--- config.mk ---
export PLATFORM = sky130hd
export DESIGN_NAME = isoch_chan_mask_and_irq_events
export DESIGN_NICKNAME = d
export VERILOG_FILES = /design/src/verilog/irq_ctl_pkg.sv /design/src/verilog/isoch_chan_mask_and_irq_events.sv /design/src/verilog/event_rise.sv
export SDC_FILE = /design/constraint.sdc
export NUM_CORES = 1
export LEC_CHECK = 0
export BUFFER_PORTS_ARGS = -buffer_cell sky130_fd_sc_hd__buf_2
export CAP_MARGIN = 10
export CORE_ASPECT_RATIO = 2
export CORE_MARGIN = 5
export CORE_UTILIZATION = 52
export CTS_BUF_LIST = sky130_fd_sc_hd__clkbuf_8
export DETAILED_ROUTE_END_ITERATION = 10
export PLACE_DENSITY = 0.77
export SKIP_LAST_GASP = 1
export SLEW_MARGIN = 20
export SYNTH_ARGS = -nofsm -noshare
export SYNTH_HDL_FRONTEND = slang
export SYNTH_SLANG_ARGS = --single-unit
--- constraint.sdc ---
create_clock -name CORE_CLK_I -period 1.8 [get_ports CORE_CLK_I]
set_clock_uncertainty 0.05 [all_clocks]
set_input_delay 0.09 -clock CORE_CLK_I [delete_from_list [all_inputs] [get_ports CORE_CLK_I]]
set_output_delay 0.09 -clock CORE_CLK_I [all_outputs]
set_load 0.05 [all_outputs]
--- src/verilog/irq_ctl_pkg.sv ---
// package for the channel mask and interrupt event block
// assumes a 125 MHz core clock and a simple word-wide register port
package irq_ctl_pkg;

    // register byte offsets
    localparam logic [7:0] CHAN_MASK_HIGH_SET_OFS  = 8'h70;
    localparam logic [7:0] CHAN_MASK_HIGH_CLEAR_OFS = 8'h74;
    localparam logic [7:0] CHAN_MASK_LOW_SET_OFS   = 8'h78;
    localparam logic [7:0] CHAN_MASK_LOW_CLEAR_OFS = 8'h7c;
    localparam logic [7:0] IRQ_EVENT_SET_OFS       = 8'h80;
    localparam logic [7:0] IRQ_EVENT_CLEAR_OFS     = 8'h84;
    localparam logic [7:0] IRQ_MASK_SET_OFS        = 8'h88;
    localparam logic [7:0] IRQ_MASK_CLEAR_OFS      = 8'h8c;
    localparam logic [7:0] ISO_TX_EVENT_SET_OFS    = 8'h90;
    localparam logic [7:0] ISO_TX_EVENT_CLEAR_OFS  = 8'h94;
    localparam logic [7:0] ISO_TX_MASK_SET_OFS     = 8'h98;
    localparam logic [7:0] ISO_TX_MASK_CLEAR_OFS   = 8'h9c;
    localparam logic [7:0] ISO_RX_EVENT_SET_OFS    = 8'ha0;
    localparam logic [7:0] ISO_RX_EVENT_CLEAR_OFS  = 8'ha4;
    localparam logic [7:0] ISO_RX_MASK_SET_OFS     = 8'ha8;
    localparam logic [7:0] ISO_RX_MASK_CLEAR_OFS   = 8'hac;
    localparam logic [7:0] LINK_CTRL_OFS           = 8'hb0;

    // event, link control and seconds watch bit positions
    localparam int PHY_REG_BYTE_READY_BIT  = 26;
    localparam int OVERLONG_CYCLE_BIT      = 25;
    localparam int FATAL_ERROR_BIT         = 24;
    localparam int CYCLE_TIME_MISMATCH_BIT = 23;
    localparam int MISSED_CYCLE_BIT        = 22;
    localparam int SECONDS_BIT6_TOGGLE_BIT = 21;
    localparam int NEW_CYCLE_TICK_BIT      = 20;
    localparam int SERIAL_BUS_RESET_BIT    = 17;
    localparam int NODE_ID_SCAN_DONE_BIT   = 16;
    localparam int ISO_RX_SUMMARY_BIT      = 7;
    localparam int ISO_TX_SUMMARY_BIT      = 6;
    localparam int ROOT_CYCLE_SOURCE_BIT   = 0;
    localparam int SECONDS_WATCH_BIT       = 6;

    // field masks
    localparam logic [31:0] EVT_IMPL_MASK    = 32'h07fb_03ff;
    localparam logic [31:0] EVT_LATCH_MASK   = 32'h07fb_033f;
    localparam logic [31:0] EVT_GENERIC_MASK = 32'h000b_033f;

    // reset values
    localparam logic [63:0] CHAN_MASK_RESET = 64'h0;
    localparam logic [31:0] WORD_RESET      = 32'h0;

    // overlong cycle timer, least time rounded up to whole cycles
    localparam int CLK_PERIOD_PS    = 8000;
    localparam int OVERLONG_MIN_NS  = 115000;
    localparam int OVERLONG_CYCLES  = (OVERLONG_MIN_NS * 1000 + CLK_PERIOD_PS - 1) / CLK_PERIOD_PS;
    localparam int OVERLONG_CNT_W   = 16;

endpackage

--- src/verilog/isoch_chan_mask_and_irq_events.sv ---
// channel receive mask plus main and isochronous interrupt event/mask pairs
// assumes all event sources are on CORE_CLK_I and the host uses a word port
`timescale 1ns/100ps
// Summary of operation
// - high set address enables channels 32 to 63
// - low set address enables channels 0 to 31
// - clear addresses disable; zero bits change nothing
// - mask reads show enabled channels as ones
// - mask survives bus reset; software initialises it
// - dma and device interrupt classes both reported
// - event and mask have set/clear addresses
// - irq asserted while event and mask overlap
// - event sets on edge or write, sticky
// - set reads raw, clear reads masked event
// - four isochronous event/mask registers behave alike
// - bit 26 marks phy register byte ready
// - bit 25 overlong cycle, drops root enable
// - bit 24 fatal error blocks offender events
// - bit 23 cycle time mismatch or write
// - bit 22 no cycle start between ticks
// - bit 21 seconds bit six changed
// - bit 20 cycle count lsb toggled
// - bus reset clears scan done bit
// - bits 7,6 are unlatched isochronous summaries
module isoch_chan_mask_and_irq_events #(
    parameter int NCTX         = 8,
    parameter int OVERLONG_CNT = irq_ctl_pkg::OVERLONG_CYCLES
) (
    input  wire logic            CORE_CLK_I,
    input  wire logic            RST_N_I,
    input  wire logic            REG_WR_I,
    input  wire logic            REG_RD_I,
    input  wire logic [7:0]      REG_ADDR_I,
    input  wire logic [31:0]     REG_WDATA_I,
    output logic      [31:0]     REG_RDATA_O,
    output logic                 REG_ACK_O,
    input  wire logic [31:0]     LINK_EVT_I,
    input  wire logic            PHY_REG_BYTE_READY_I,
    input  wire logic [3:0]      CONTEXT_HALTED_I,
    input  wire logic [NCTX-1:0] ISO_TX_HALTED_I,
    input  wire logic [NCTX-1:0] ISO_RX_HALTED_I,
    input  wire logic [NCTX-1:0] ISO_TX_EVT_I,
    input  wire logic [NCTX-1:0] ISO_RX_EVT_I,
    input  wire logic            CYCLE_TIME_MISMATCH_I,
    input  wire logic            CYCLE_TIMER_WRITE_I,
    input  wire logic            CYCLE_BEGIN_SENT_I,
    input  wire logic            CYCLE_BEGIN_SEEN_I,
    input  wire logic            SUBACTION_GAP_I,
    input  wire logic [6:0]      CYCLE_SECONDS_I,
    input  wire logic            CYCLE_COUNT_LSB_I,
    output logic [63:0]          CHAN_RX_EN_O,
    output logic                 ROOT_CYCLE_SOURCE_EN_O,
    output logic                 IRQ_O
);
    localparam int EW = 32 + 2 * NCTX; // width of the edge detector

    // all module state in one record
    typedef struct packed {
        logic [63:0]               chan_mask;  // receive enable per channel
        logic [31:0]               evt;        // latched main events
        logic [31:0]               emask;      // main enable mask
        logic [NCTX-1:0]           itx_evt;    // iso transmit events
        logic [NCTX-1:0]           itx_mask;   // iso transmit mask
        logic [NCTX-1:0]           irx_evt;    // iso receive events
        logic [NCTX-1:0]           irx_mask;   // iso receive mask
        logic [3:0]                off_ctx;    // async contexts that halted
        logic [NCTX-1:0]           off_tx;     // iso tx contexts that halted
        logic [NCTX-1:0]           off_rx;     // iso rx contexts that halted
        logic                      root_en;    // cycle source enable
        logic                      ovl_run;    // overlong timer armed
        logic [irq_ctl_pkg::OVERLONG_CNT_W-1:0] ovl_cnt;
        logic                      tick_armed; // first tick seen
        logic                      begin_seen; // cycle start since last tick
        logic                      sec6_prev;  // last seconds bit six
        logic                      lsb_prev;   // last cycle count lsb
        logic [31:0]               rdata;      // read data register
        logic                      ack;        // access acknowledge
    } state_t;

    state_t s_q;
    state_t s_d;

    // combinational helpers
    logic [EW-1:0]   src_lvl;   // source levels to edge detector
    logic [EW-1:0]   src_rise;  // asserting edges
    logic [31:0]     main_src;  // main event source levels
    logic [31:0]     evt_view;  // event incl. summary bits
    logic            rx_sum;    // iso receive summary
    logic            tx_sum;    // iso transmit summary
    logic            ovl_fire;  // overlong timer expiry
    logic            tick;      // new cycle marker
    logic            sec6_chg;  // seconds bit six changed
    logic            missed;    // missed cycle this tick

    // timer limit cast once to counter width
    localparam logic [irq_ctl_pkg::OVERLONG_CNT_W-1:0] OVL_LIMIT =
        irq_ctl_pkg::OVERLONG_CNT_W'(OVERLONG_CNT - 1);

    // cycle and seconds change detection from registered copies
    assign tick     = CYCLE_COUNT_LSB_I ^ s_q.lsb_prev;
    assign sec6_chg = CYCLE_SECONDS_I[irq_ctl_pkg::SECONDS_WATCH_BIT] ^ s_q.sec6_prev;
    // a tick with no cycle start since the previous one is a lost cycle
    assign missed   = tick & s_q.tick_armed & ~s_q.begin_seen & ~CYCLE_BEGIN_SEEN_I;
    // expiry only while the cycle source stays enabled
    assign ovl_fire = s_q.ovl_run & s_q.root_en & (s_q.ovl_cnt == OVL_LIMIT);

    // summaries are not latched, they follow the iso registers
    assign rx_sum = |(s_q.irx_evt & s_q.irx_mask);
    assign tx_sum = |(s_q.itx_evt & s_q.itx_mask);

    // main source levels, generic dma and link events pass by mask
    always_comb
    begin
        main_src = LINK_EVT_I & irq_ctl_pkg::EVT_GENERIC_MASK;
        main_src[irq_ctl_pkg::PHY_REG_BYTE_READY_BIT]  = PHY_REG_BYTE_READY_I;
        main_src[irq_ctl_pkg::OVERLONG_CYCLE_BIT]      = ovl_fire;
        main_src[irq_ctl_pkg::FATAL_ERROR_BIT]         =
            (|CONTEXT_HALTED_I) | (|ISO_TX_HALTED_I) | (|ISO_RX_HALTED_I);
        main_src[irq_ctl_pkg::CYCLE_TIME_MISMATCH_BIT] =
            CYCLE_TIME_MISMATCH_I | CYCLE_TIMER_WRITE_I;
        main_src[irq_ctl_pkg::MISSED_CYCLE_BIT]        = missed;
        main_src[irq_ctl_pkg::SECONDS_BIT6_TOGGLE_BIT] = sec6_chg;
        main_src[irq_ctl_pkg::NEW_CYCLE_TICK_BIT]      = tick;
    end

    assign src_lvl = {ISO_RX_EVT_I, ISO_TX_EVT_I, main_src};

    // edges of all sources in one shared detector
    event_rise #(
        .W (EW)
    ) u_rise (
        .CORE_CLK_I (CORE_CLK_I),
        .RST_N_I    (RST_N_I),
        .lvl_i      (src_lvl),
        .rise_o     (src_rise)
    );

    // event view with summaries merged, reserved bits forced low
    always_comb
    begin
        evt_view = s_q.evt & irq_ctl_pkg::EVT_LATCH_MASK;
        evt_view[irq_ctl_pkg::ISO_RX_SUMMARY_BIT] = rx_sum;
        evt_view[irq_ctl_pkg::ISO_TX_SUMMARY_BIT] = tx_sum;
    end

    // next state: register writes, hardware events, timers, reads
    always_comb
    begin
        logic [31:0]     wr_set;    // ones written to main event set
        logic [31:0]     wr_clr;    // ones written to main event clear
        logic [31:0]     hw_set;    // hardware event edges after blocking
        logic [31:0]     blk;       // main bits blocked by fatal error
        logic [NCTX-1:0] tx_hw;     // iso tx edges after blocking
        logic [NCTX-1:0] rx_hw;     // iso rx edges after blocking
        logic [NCTX-1:0] tx_ws;     // iso tx event set write
        logic [NCTX-1:0] tx_wc;     // iso tx event clear write
        logic [NCTX-1:0] rx_ws;     // iso rx event set write
        logic [NCTX-1:0] rx_wc;     // iso rx event clear write
        logic [NCTX-1:0] wnarrow;   // write data cut to context width
        // every local starts defined so no path leaves a latch behind
        wr_set  = '0;
        wr_clr  = '0;
        hw_set  = '0;
        tx_hw   = '0;
        rx_hw   = '0;
        blk     = '0;
        tx_ws   = '0;
        tx_wc   = '0;
        rx_ws   = '0;
        rx_wc   = '0;
        wnarrow = REG_WDATA_I[NCTX-1:0];
        s_d     = s_q;
        s_d.ack = REG_WR_I | REG_RD_I;

        // register writes; only ones act, zeros leave bits alone, except at link control where a zero clears root_en
        if (REG_WR_I)
        begin
            unique case (REG_ADDR_I)
                irq_ctl_pkg::CHAN_MASK_HIGH_SET_OFS:
                    s_d.chan_mask[63:32] = s_q.chan_mask[63:32] | REG_WDATA_I;
                irq_ctl_pkg::CHAN_MASK_HIGH_CLEAR_OFS:
                    s_d.chan_mask[63:32] = s_q.chan_mask[63:32] & ~REG_WDATA_I;
                irq_ctl_pkg::CHAN_MASK_LOW_SET_OFS:
                    s_d.chan_mask[31:0] = s_q.chan_mask[31:0] | REG_WDATA_I;
                irq_ctl_pkg::CHAN_MASK_LOW_CLEAR_OFS:
                    s_d.chan_mask[31:0] = s_q.chan_mask[31:0] & ~REG_WDATA_I;
                irq_ctl_pkg::IRQ_EVENT_SET_OFS:
                    wr_set = REG_WDATA_I;
                irq_ctl_pkg::IRQ_EVENT_CLEAR_OFS:
                    wr_clr = REG_WDATA_I;
                irq_ctl_pkg::IRQ_MASK_SET_OFS:
                    s_d.emask = s_q.emask | (REG_WDATA_I & irq_ctl_pkg::EVT_IMPL_MASK);
                irq_ctl_pkg::IRQ_MASK_CLEAR_OFS:
                    s_d.emask = s_q.emask & ~REG_WDATA_I;
                irq_ctl_pkg::ISO_TX_EVENT_SET_OFS:
                    tx_ws = wnarrow;
                irq_ctl_pkg::ISO_TX_EVENT_CLEAR_OFS:
                    tx_wc = wnarrow;
                irq_ctl_pkg::ISO_TX_MASK_SET_OFS:
                    s_d.itx_mask = s_q.itx_mask | wnarrow;
                irq_ctl_pkg::ISO_TX_MASK_CLEAR_OFS:
                    s_d.itx_mask = s_q.itx_mask & ~wnarrow;
                irq_ctl_pkg::ISO_RX_EVENT_SET_OFS:
                    rx_ws = wnarrow;
                irq_ctl_pkg::ISO_RX_EVENT_CLEAR_OFS:
                    rx_wc = wnarrow;
                irq_ctl_pkg::ISO_RX_MASK_SET_OFS:
                    s_d.irx_mask = s_q.irx_mask | wnarrow;
                irq_ctl_pkg::ISO_RX_MASK_CLEAR_OFS:
                    s_d.irx_mask = s_q.irx_mask & ~wnarrow;
                irq_ctl_pkg::LINK_CTRL_OFS:
                    s_d.root_en = REG_WDATA_I[irq_ctl_pkg::ROOT_CYCLE_SOURCE_BIT];
                default:
                    s_d.ack = 1'b1; // unmapped write is acknowledged and dropped
            endcase
        end

        // offending contexts only block while the fatal bit stands
        if (s_q.evt[irq_ctl_pkg::FATAL_ERROR_BIT])
        begin
            blk[3:0] = s_q.off_ctx;
            blk[4]   = s_q.off_ctx[2]; // request packet follows its context
            blk[5]   = s_q.off_ctx[3]; // response packet follows its context
        end
        hw_set = src_rise[31:0] & ~blk;
        tx_hw  = src_rise[32 +: NCTX] &
                 ~(s_q.off_tx & {NCTX{s_q.evt[irq_ctl_pkg::FATAL_ERROR_BIT]}});
        rx_hw  = src_rise[32 + NCTX +: NCTX] &
                 ~(s_q.off_rx & {NCTX{s_q.evt[irq_ctl_pkg::FATAL_ERROR_BIT]}});

        // sticky events: set (hardware or software) wins over clear
        s_d.evt = ((s_q.evt & ~wr_clr) | wr_set | hw_set)
                  & irq_ctl_pkg::EVT_LATCH_MASK;
        // bus reset entry drops scan done in the same cycle
        if (hw_set[irq_ctl_pkg::SERIAL_BUS_RESET_BIT])
            s_d.evt[irq_ctl_pkg::NODE_ID_SCAN_DONE_BIT] = 1'b0;
        s_d.itx_evt = (s_q.itx_evt & ~tx_wc) | tx_ws | tx_hw;
        s_d.irx_evt = (s_q.irx_evt & ~rx_wc) | rx_ws | rx_hw;

        // remember offenders until the fatal bit ends cleared
        if (!s_d.evt[irq_ctl_pkg::FATAL_ERROR_BIT])
        begin
            s_d.off_ctx = CONTEXT_HALTED_I;
            s_d.off_tx  = ISO_TX_HALTED_I;
            s_d.off_rx  = ISO_RX_HALTED_I;
        end
        else
        begin
            s_d.off_ctx = s_q.off_ctx | CONTEXT_HALTED_I;
            s_d.off_tx  = s_q.off_tx | ISO_TX_HALTED_I;
            s_d.off_rx  = s_q.off_rx | ISO_RX_HALTED_I;
        end

        // overlong cycle timer: armed by a sent start, stopped by gap or reset
        // a gap in the same cycle as a sent start is ignored; the start wins
        if (CYCLE_BEGIN_SENT_I)
        begin
            s_d.ovl_run = 1'b1;
            s_d.ovl_cnt = '0;
        end
        else if (SUBACTION_GAP_I || src_lvl[irq_ctl_pkg::SERIAL_BUS_RESET_BIT] || ovl_fire)
            s_d.ovl_run = 1'b0;
        else if (s_q.ovl_run)
            s_d.ovl_cnt = s_q.ovl_cnt + 1'b1;
        // expiry overrides any software write of the enable
        if (ovl_fire)
            s_d.root_en = 1'b0;

        // cycle tracking for lost cycles and seconds rollover
        s_d.lsb_prev  = CYCLE_COUNT_LSB_I;
        s_d.sec6_prev = CYCLE_SECONDS_I[irq_ctl_pkg::SECONDS_WATCH_BIT];
        if (tick)
        begin
            s_d.tick_armed = 1'b1;
            s_d.begin_seen = 1'b0; // window restarts at every tick
        end
        else if (CYCLE_BEGIN_SEEN_I || CYCLE_BEGIN_SENT_I)
            s_d.begin_seen = 1'b1;

        // read data, registered one cycle after the strobe
        // reads have no side effects, so a handler may poll freely
        s_d.rdata = irq_ctl_pkg::WORD_RESET;
        if (REG_RD_I)
        begin
            unique case (REG_ADDR_I)
                irq_ctl_pkg::CHAN_MASK_HIGH_SET_OFS,
                irq_ctl_pkg::CHAN_MASK_HIGH_CLEAR_OFS:
                    s_d.rdata = s_q.chan_mask[63:32];
                irq_ctl_pkg::CHAN_MASK_LOW_SET_OFS,
                irq_ctl_pkg::CHAN_MASK_LOW_CLEAR_OFS:
                    s_d.rdata = s_q.chan_mask[31:0];
                irq_ctl_pkg::IRQ_EVENT_SET_OFS:
                    s_d.rdata = evt_view;
                irq_ctl_pkg::IRQ_EVENT_CLEAR_OFS:
                    s_d.rdata = evt_view & s_q.emask;
                irq_ctl_pkg::IRQ_MASK_SET_OFS,
                irq_ctl_pkg::IRQ_MASK_CLEAR_OFS:
                    s_d.rdata = s_q.emask;
                irq_ctl_pkg::ISO_TX_EVENT_SET_OFS:
                    s_d.rdata[NCTX-1:0] = s_q.itx_evt;
                irq_ctl_pkg::ISO_TX_EVENT_CLEAR_OFS:
                    s_d.rdata[NCTX-1:0] = s_q.itx_evt & s_q.itx_mask;
                irq_ctl_pkg::ISO_TX_MASK_SET_OFS,
                irq_ctl_pkg::ISO_TX_MASK_CLEAR_OFS:
                    s_d.rdata[NCTX-1:0] = s_q.itx_mask;
                irq_ctl_pkg::ISO_RX_EVENT_SET_OFS:
                    s_d.rdata[NCTX-1:0] = s_q.irx_evt;
                irq_ctl_pkg::ISO_RX_EVENT_CLEAR_OFS:
                    s_d.rdata[NCTX-1:0] = s_q.irx_evt & s_q.irx_mask;
                irq_ctl_pkg::ISO_RX_MASK_SET_OFS,
                irq_ctl_pkg::ISO_RX_MASK_CLEAR_OFS:
                    s_d.rdata[NCTX-1:0] = s_q.irx_mask;
                irq_ctl_pkg::LINK_CTRL_OFS:
                    s_d.rdata[irq_ctl_pkg::ROOT_CYCLE_SOURCE_BIT] = s_q.root_en;
                default:
                    s_d.rdata = irq_ctl_pkg::WORD_RESET; // unmapped reads zero
            endcase
        end
    end

    // state register; of the two resets only hard reset clears the channel mask,
    // a serial bus reset never touches it
    always_ff @(posedge CORE_CLK_I or negedge RST_N_I)
    begin
        if (!RST_N_I)
        begin
            s_q           <= '0;
            s_q.chan_mask <= irq_ctl_pkg::CHAN_MASK_RESET;
        end
        else
            s_q <= s_d;
    end

    // outputs
    assign CHAN_RX_EN_O           = s_q.chan_mask;
    assign ROOT_CYCLE_SOURCE_EN_O = s_q.root_en;
    assign REG_RDATA_O            = s_q.rdata;
    assign REG_ACK_O              = s_q.ack;
    // request follows the overlap; drops once software clears it
    assign IRQ_O                  = |(evt_view & s_q.emask);

endmodule

--- src/verilog/event_rise.sv ---
// per-bit asserting-edge detector for event source levels
// assumes sources come from logic on the same clock
`timescale 1ns/100ps
module event_rise #(
    parameter int W = 8
) (
    input  wire logic         CORE_CLK_I,
    input  wire logic         RST_N_I,
    input  wire logic [W-1:0] lvl_i,
    output logic      [W-1:0] rise_o
);
    typedef struct packed {
        logic [W-1:0] prev; // last sampled level
    } rise_state_t;

    rise_state_t s_q;
    rise_state_t s_d;

    // rising edge per bit, one generate loop
    genvar g;
    generate
        for (g = 0; g < W; g++)
        begin : g_bit
            assign rise_o[g] = lvl_i[g] & ~s_q.prev[g];
        end
    endgenerate

    // next state is just the current level
    always_comb
    begin
        s_d      = s_q;
        s_d.prev = lvl_i;
    end

    // prev starts high-free so a level held through reset fires once
    always_ff @(posedge CORE_CLK_I or negedge RST_N_I)
    begin
        if (!RST_N_I)
            s_q <= '0;
        else
            s_q <= s_d;
    end
endmodule

==> flow_summary.yaml, run 1 <==
floorplan:
  ios: 225
  die-area_mm2: 0.0261
  rows: 78
  core_mm2: 0.0226
  start_util_pct: 52.5
  die_h_um: 224
  die_w_um: 117
clocking:
  cts_tree: "built"
  path_clk_slew_ns: 0.06
  h-tree-depth: 2
  numCtsBuffers: 37
  cts-root-buf: "clkbuf_8"
  cts_buffer_depth: 3
  clock_latency_ns: 0.54
  clock-sinks: 255
logic_synthesis:
  ys_warn_count: 0
  synth-seq-cells: 255
  synth_ff_type: "dfrtp_1"
  yosys.area_share.simple_pct: 11.5
  synth-edff-count: 0
  synth_top_family_by_area: "compound AO/OA/AOI/OAI gates"
  ys_seq_area_share_pct: 53.7
  syn_inst: 1134
  syn-cell-area_mm2: 0.0119
  yosys.area.top_type_share_pct: 53.7
  synth_top_area_cell: "dfrtp_1"
  synthXorXnorAreaFrac_pct: 0.885
  synth.avg_cell_area_um2: 10.5
  async_flop_share_pct: 100
  yosysMostFrequentCell: "dfrtp_1"
  synth_common_cells: "dfrtp_1, o21ai_0, nand2_1, buf_4, o31ai_1"
  syn_nets: 1262
  synth_adder_area_share_pct: 0.211
  synth_compound_area_share_pct: 22.7
  muxShareOfSynthArea_pct: 1.66
  synthTopCellsByArea: "dfrtp_1, buf_4, o21ai_0, o31ai_1, nand2_1"
  ys_types: 72
sta:
  fmax_mhz: 481
  fin_hold_ws_ns: 0.0276
  worstMarginPinSlew_ns: 0.731
  slew_headroom_pct: 51.1
  setup_slack_ns: -0.279
  finalMaxSlewViolations: 0
  rsz0062_at_grt: "true"
  finalCritPeriodShare_pct: 116
  fin_crit_ns: 2.08
  finalSetupTns_ns: -0.313
  hold_viol_final: 0
  setup_viol: 5
place:
  portBuffers: 197
  placed_cells: 1552
  dp_hpwl_um: 25300
  dpl_worst_slack_ns: -0.0293
  place.gp.congestion: 0.953
critical_path:
  crit_path_end_kind: "primary output"
  cp_max_fo: 2
  worstPathArrival_ns: 1.94
  cp_cell_sequence: "a22oi_2 -> and3_1 -> and4_1 -> o221ai_4 -> buf_6"
  critPathSlowestCell: "dfrtp_1"
  critical_path_class: "flip-flop to primary output"
  crit_required_ns: 1.66
  crit_buf_inv: 1
  cpPeakStageDelay_ns: 0.39
  timing.rr.start: "s_q[37]"
  start_kind: "flip-flop"
  path_delay_family: "simple AND/OR/NAND/NOR gates"
layout:
  final_nets: 1535
  syn_to_final_growth_pct: 25.9
  final_cells: 1712
  fillers: 1750
  layout-drive-gt1-share_pct: 28.7
worst_hold_path:
  worstHoldPathType: "primary input to flip-flop"
  min_from: "REG_WDATA_I[24]"
global_routing:
  grt_pass1_vias: 10500
  grt_usage_pct: 27.8
  grt-ovfl-total: 0
  grt_max_degree: 57
  antenna_found_initial: 1
  grt_pass1_wl_um: 56300
detailed_routing:
  routed_wl_um: 36900
  dr.pass1.iters: 9
  wire_per_inst_um: 21.5
  drtIter0Drc: 952
  route.antenna.remaining_nets: 0
  vias_per_cell: 5.92
  vias: 10100
  drc: 0
run_status:
  status: "finished with violations"
  violations: "negative setup slack"
pwr:
  p_per_area_mw_per_mm2: 866
  ir_drop_mv: 0.681
  p_total_mw: 13.0
  p_leak_nw: 6.91
flow_run:
  drv_cap: 0
worst reg2reg max path, cell delays in order, from the launching register on:
cell	delay, ns
dfrtp_1	0.39
inv_2	0.09
ha_4	0.13
nand4b_1	0.13
or3_4	0.41
o21ai_2	0.15
buf_6	0.16
or3_4	0.13
a21oi_2	0.04
through the flow:
step / instance area [um^2] / util, %
final: 15000 / 66.0
after global routing: 15000 / 66.0
after CTS: 14800 / 65.4
after detailed placement: 13100 / 58.0
after global placement: 13100 / 58.0
after floorplan: 11900 / -
where the power goes:
group | total [mW] | internal, mW | switching, mW
clock | 4.47 | 2.26 | 2.21
sequential | 6.42 | 6.12 | 0.301
combinational | 2.06 | 0.820 | 1.24
cell families (layout without fill, tap and decap cells):
kind of cell	count (synthesis)	in the layout
AND/OR/NAND/NOR	260	260
other	0	1
XOR/XNOR	12	12
flip-flops	255	255
AO/OA/AOI/OAI	399	399
adder cells (fa/ha/maj)	2	2
multiplexers	18	18
buffers and inverters	188	485
routing by layer:
metal,global-route usage [%],share of wire (%),vias to the layer above
met3,3.62,5.6,109
met1,29.7,35,4959
met4,13.0,4.6,0
met5,0,0,-
met2,52.2,55,435
li1,-,-,4632
cell usage in the layout (no fill, tap or decap), types with 3 or more instances in the layout:
master	count
dfrtp_1	254
buf_2	195
o21ai_0	133
nand2_1	119
buf_4	103
dlygate4sd3_1	87
o31ai_1	76
clkbuf_8	45
nor2_1	37
inv_1	35
a21o_1	34
a21oi_1	25
a222oi_1	24
o211ai_1	24
nand3b_1	22
o221ai_1	15
a22oi_1	14
nand3_1	13
a21boi_0	12
buf_12	12
mux2_1	10
nor4_1	7
o22ai_1	7
xnor2_1	7
and3_1	6
nor3_1	6
a22oi_2	4
mux2i_1	4
mux2_2	4
nand2b_1	4
xor2_1	4
nand4_1	4
a221oi_1	3
or3_4	3
or3_1	3
a21oi_2	3
worst paths after layout:
path	depth (start not counted)	slack, ns	end
min in group asynchronous	3	0.14	asynchronous set/reset pin
hold reg to reg	1	0.42	s_q[36]
setup / recovery	5	-0.28	IRQ_O
max in group asynchronous	3	0.43	REG_RDATA_O[15]
setup reg to reg	8	-0.02	s_q[40]
hold / removal	3	0.03	flip-flop
final cells by class:
| cell class | instances | area, um^2 | share of cell area (%) |
|---|---|---|---|
| well taps | 280 | 350 | 2.34 |
| clock inverters | 18 | 82.6 | 0.552 |
| diodes | 1 | 2.50 | 0.0167 |
| clock buffers | 45 | 619 | 4.14 |
| multi-input cells | 691 | 4540 | 30.3 |
| repair buffers | 400 | 2900 | 19.4 |
| flip-flops and latches | 255 | 6380 | 42.7 |
| inverters | 22 | 82.6 | 0.552 |
timing repair:
| action | 4_1_cts | 5_1_grt |
|---|---|---|
| setup endpoints to repair | 1 | 57 |
| gates resized for setup | 8 | 29 |
| hold buffers | 88 | 0 |
| pin swaps | 3 | 9 |
| hold endpoints to repair | 452 | 0 |
| gates cloned | 0 | 0 |
| setup buffers | 4 | 5 |
No activity file was read; power rests on OpenSTA's default activity.
==> run 2: changes to the inputs <==
Settings changed: PLACE_DENSITY 0.77 to 0.79.
==> run 2 against run 1 <==
  * Sequential power about the same
  * Core utilization about the same
  * Clock power rose by 4%
  * Final area about the same
  * Final cell count down 0.58%
  * The run still ends with negative setup slack left
  * Fmax shrank 0.18%
  * Register-to-register slack improved by 0.04 ns
==> flow_summary.yaml, run 2 (synthesized netlist as in run 1, its figures left out) <==
run_status:
  status: "finished with violations"
  violations: "negative setup slack"
floorplan:
  die_w_um: 117
  die_h_um: 224
  die-area_mm2: 0.0261
  ios: 225
  rows: 78
  core_mm2: 0.0226
  start_util_pct: 52.5
critical_path:
  crit_path_end: "IRQ_O"
  cp_max_fo: 2
  crit_path_end_kind: "primary output"
  start_kind: "flip-flop"
  crit_required_ns: 1.66
  r2r-end: "s_q[42]"
  timing.rr.start: "s_q[37]"
  path_delay_family: "compound AO/OA/AOI/OAI gates"
  cpPeakStageDelay_ns: 0.38
  cp.depth: 5
  reg2reg_depth: 8
  critPathSlowestCell: "dfrtp_1"
  crit_path_start: "s_q[101]"
  critical_path_class: "flip-flop to primary output"
  r2r_slack_ns: 0.02
  worstPathArrival_ns: 1.94
  cp_cell_sequence: "a22o_1 -> a221oi_2 -> and4_4 -> o221ai_2 -> buf_6"
  crit_buf_inv: 1
clocking:
  clock-sinks: 255
  cts-root-buf: "clkbuf_8"
  numCtsBuffers: 37
  path_clk_slew_ns: 0.06
  cts_buffer_depth: 3
  cts_tree: "built"
  clock_latency_ns: 0.55
  h-tree-depth: 2
sta:
  fin_crit_ns: 2.08
  fmax_mhz: 480
  rsz0062_at_grt: "true"
  setup_viol: 16
  slew_headroom_pct: 46.0
  hold_viol_final: 0
  finalCritPeriodShare_pct: 116
  finalSetupTns_ns: -0.611
  setup_slack_ns: -0.283
  worstMarginPinSlew_ns: 0.807
  finalMaxSlewViolations: 0
detailed_routing:
  vias: 10300
  routed_wl_um: 37500
  drtIter0Drc: 1013
  wire_per_inst_um: 22.0
  vias_per_cell: 6.04
  dr.pass1.iters: 10
  drc: 0
  route.antenna.remaining_nets: 0
pwr:
  ir_drop_mv: 1.01
  p_leak_nw: 6.89
  p_per_area_mw_per_mm2: 876
flow_run:
  drv_cap: 0
global_routing:
  antenna_found_initial: 1
  grt_max_degree: 61
  grt_pass1_wl_um: 56600
  grt_pass1_vias: 10400
  grt-ovfl-total: 0
  grt_usage_pct: 27.9
layout:
  final_nets: 1528
  layout-drive-gt1-share_pct: 28.1
  final_common_cell: "dfrtp_1"
  final_cell_mix: "dfrtp_1, buf_2, o21ai_0"
  final_core_util_pct: 66.1
  syn_to_final_growth_pct: 26.0
place:
  dp_hpwl_um: 25000
  portBuffers: 197
  place.gp.congestion: 0.945
worst_hold_path:
  hold_depth: 3
  worstHoldPathType: "primary input to flip-flop"
run 2: cell count changes in the layout (fill, tap and decap cells not counted), moves of 3 or more:
| cell | change |
|---|---|
| a21oi_1 | +3 |
| a21oi_2 | -3 |
| buf_4 | -7 |
| inv_1 | -3 |
| nor4_1 | -5 |
| nor4_4 | +3 |
run 2: worst min-delay path by stage:
stage                    start                    endpoint
2_1_floorplan          RST_N_I                   REG_ACK_O
3_3_place_gp           RST_N_I             REG_RDATA_O[13]
3_5_place_dp           RST_N_I  asynchronous set/reset pin
4_1_cts        REG_WDATA_I[24]                   flip-flop
5_1_grt        REG_WDATA_I[24]                   flip-flop
6_report       REG_WDATA_I[24]                   flip-flop
run 2: layout make-up:
class | count | area, um^2
diodes | 1 | 2.50
clock buffers | 46 | 633
clock inverters | 14 | 85.1
fillers | 1713 | 7680
inverters | 22 | 82.6
multi-input cells | 691 | 4540
flip-flops and latches | 255 | 6380
well taps | 280 | 350
repair buffers | 393 | 2890
run 2: worst reg2reg max path, stage by stage, from the launching register on:
cell	delay [ns]
dfrtp_1	0.40
inv_2	0.07
ha_1	0.15
nand4b_1	0.14
or3_4	0.37
o21ai_2	0.14
buf_6	0.15
or3_1	0.12
a21oi_1	0.06
run 2: through the flow:
stage | cell area (um^2) | power, mW | hold slack, ns | setup slack, ns | instances
5_1_grt | 15000 | 13.6 | 0.0691 | -0.319 | 1702
2_1_floorplan | 11900 | 7.51 | -0.256 | 0.0754 | 1134
3_3_place_gp | 13100 | 8.21 | -0.0258 | -0.142 | 1546
6_report | 15000 | 13.1 | 0.0481 | -0.283 | 1702
3_5_place_dp | 13100 | 8.26 | -0.0229 | -0.138 | 1546
4_1_cts | 14700 | 13.1 | 0.0192 | -0.320 | 1695
run 2: repair_timing:
| item | in CTS | in global routing |
|---|---|---|
| resized for setup | 6 | 27 |
| pin swaps | 3 | 9 |
| hold endpoints to repair | 446 | 0 |
| buffers inserted | 2 | 6 |
| hold buffers | 87 | 0 |
| gates cloned | 0 | 2 |
| endpoints found under the setup margin | 1 | 56 |
run 2: layer usage:
metal | track usage [%] | vias up | routed length [um]
met5 | 0 | - | 0
met4 | 14.5 | 0 | 1970
met3 | 3.78 | 126 | 2470
met2 | 48.6 | 520 | 19800
met1 | 32.8 | 5014 | 13200
li1 | - | 4623 | -
run 2: power breakdown:
part / switching, mW / total (mW) / leakage (nW) / internal, mW
Combinational: 1.24 / 2.03 / 3.25 / 0.792
Sequential: 0.309 / 6.43 / 3.23 / 6.12
Clock: 2.21 / 4.64 / 0.412 / 2.43
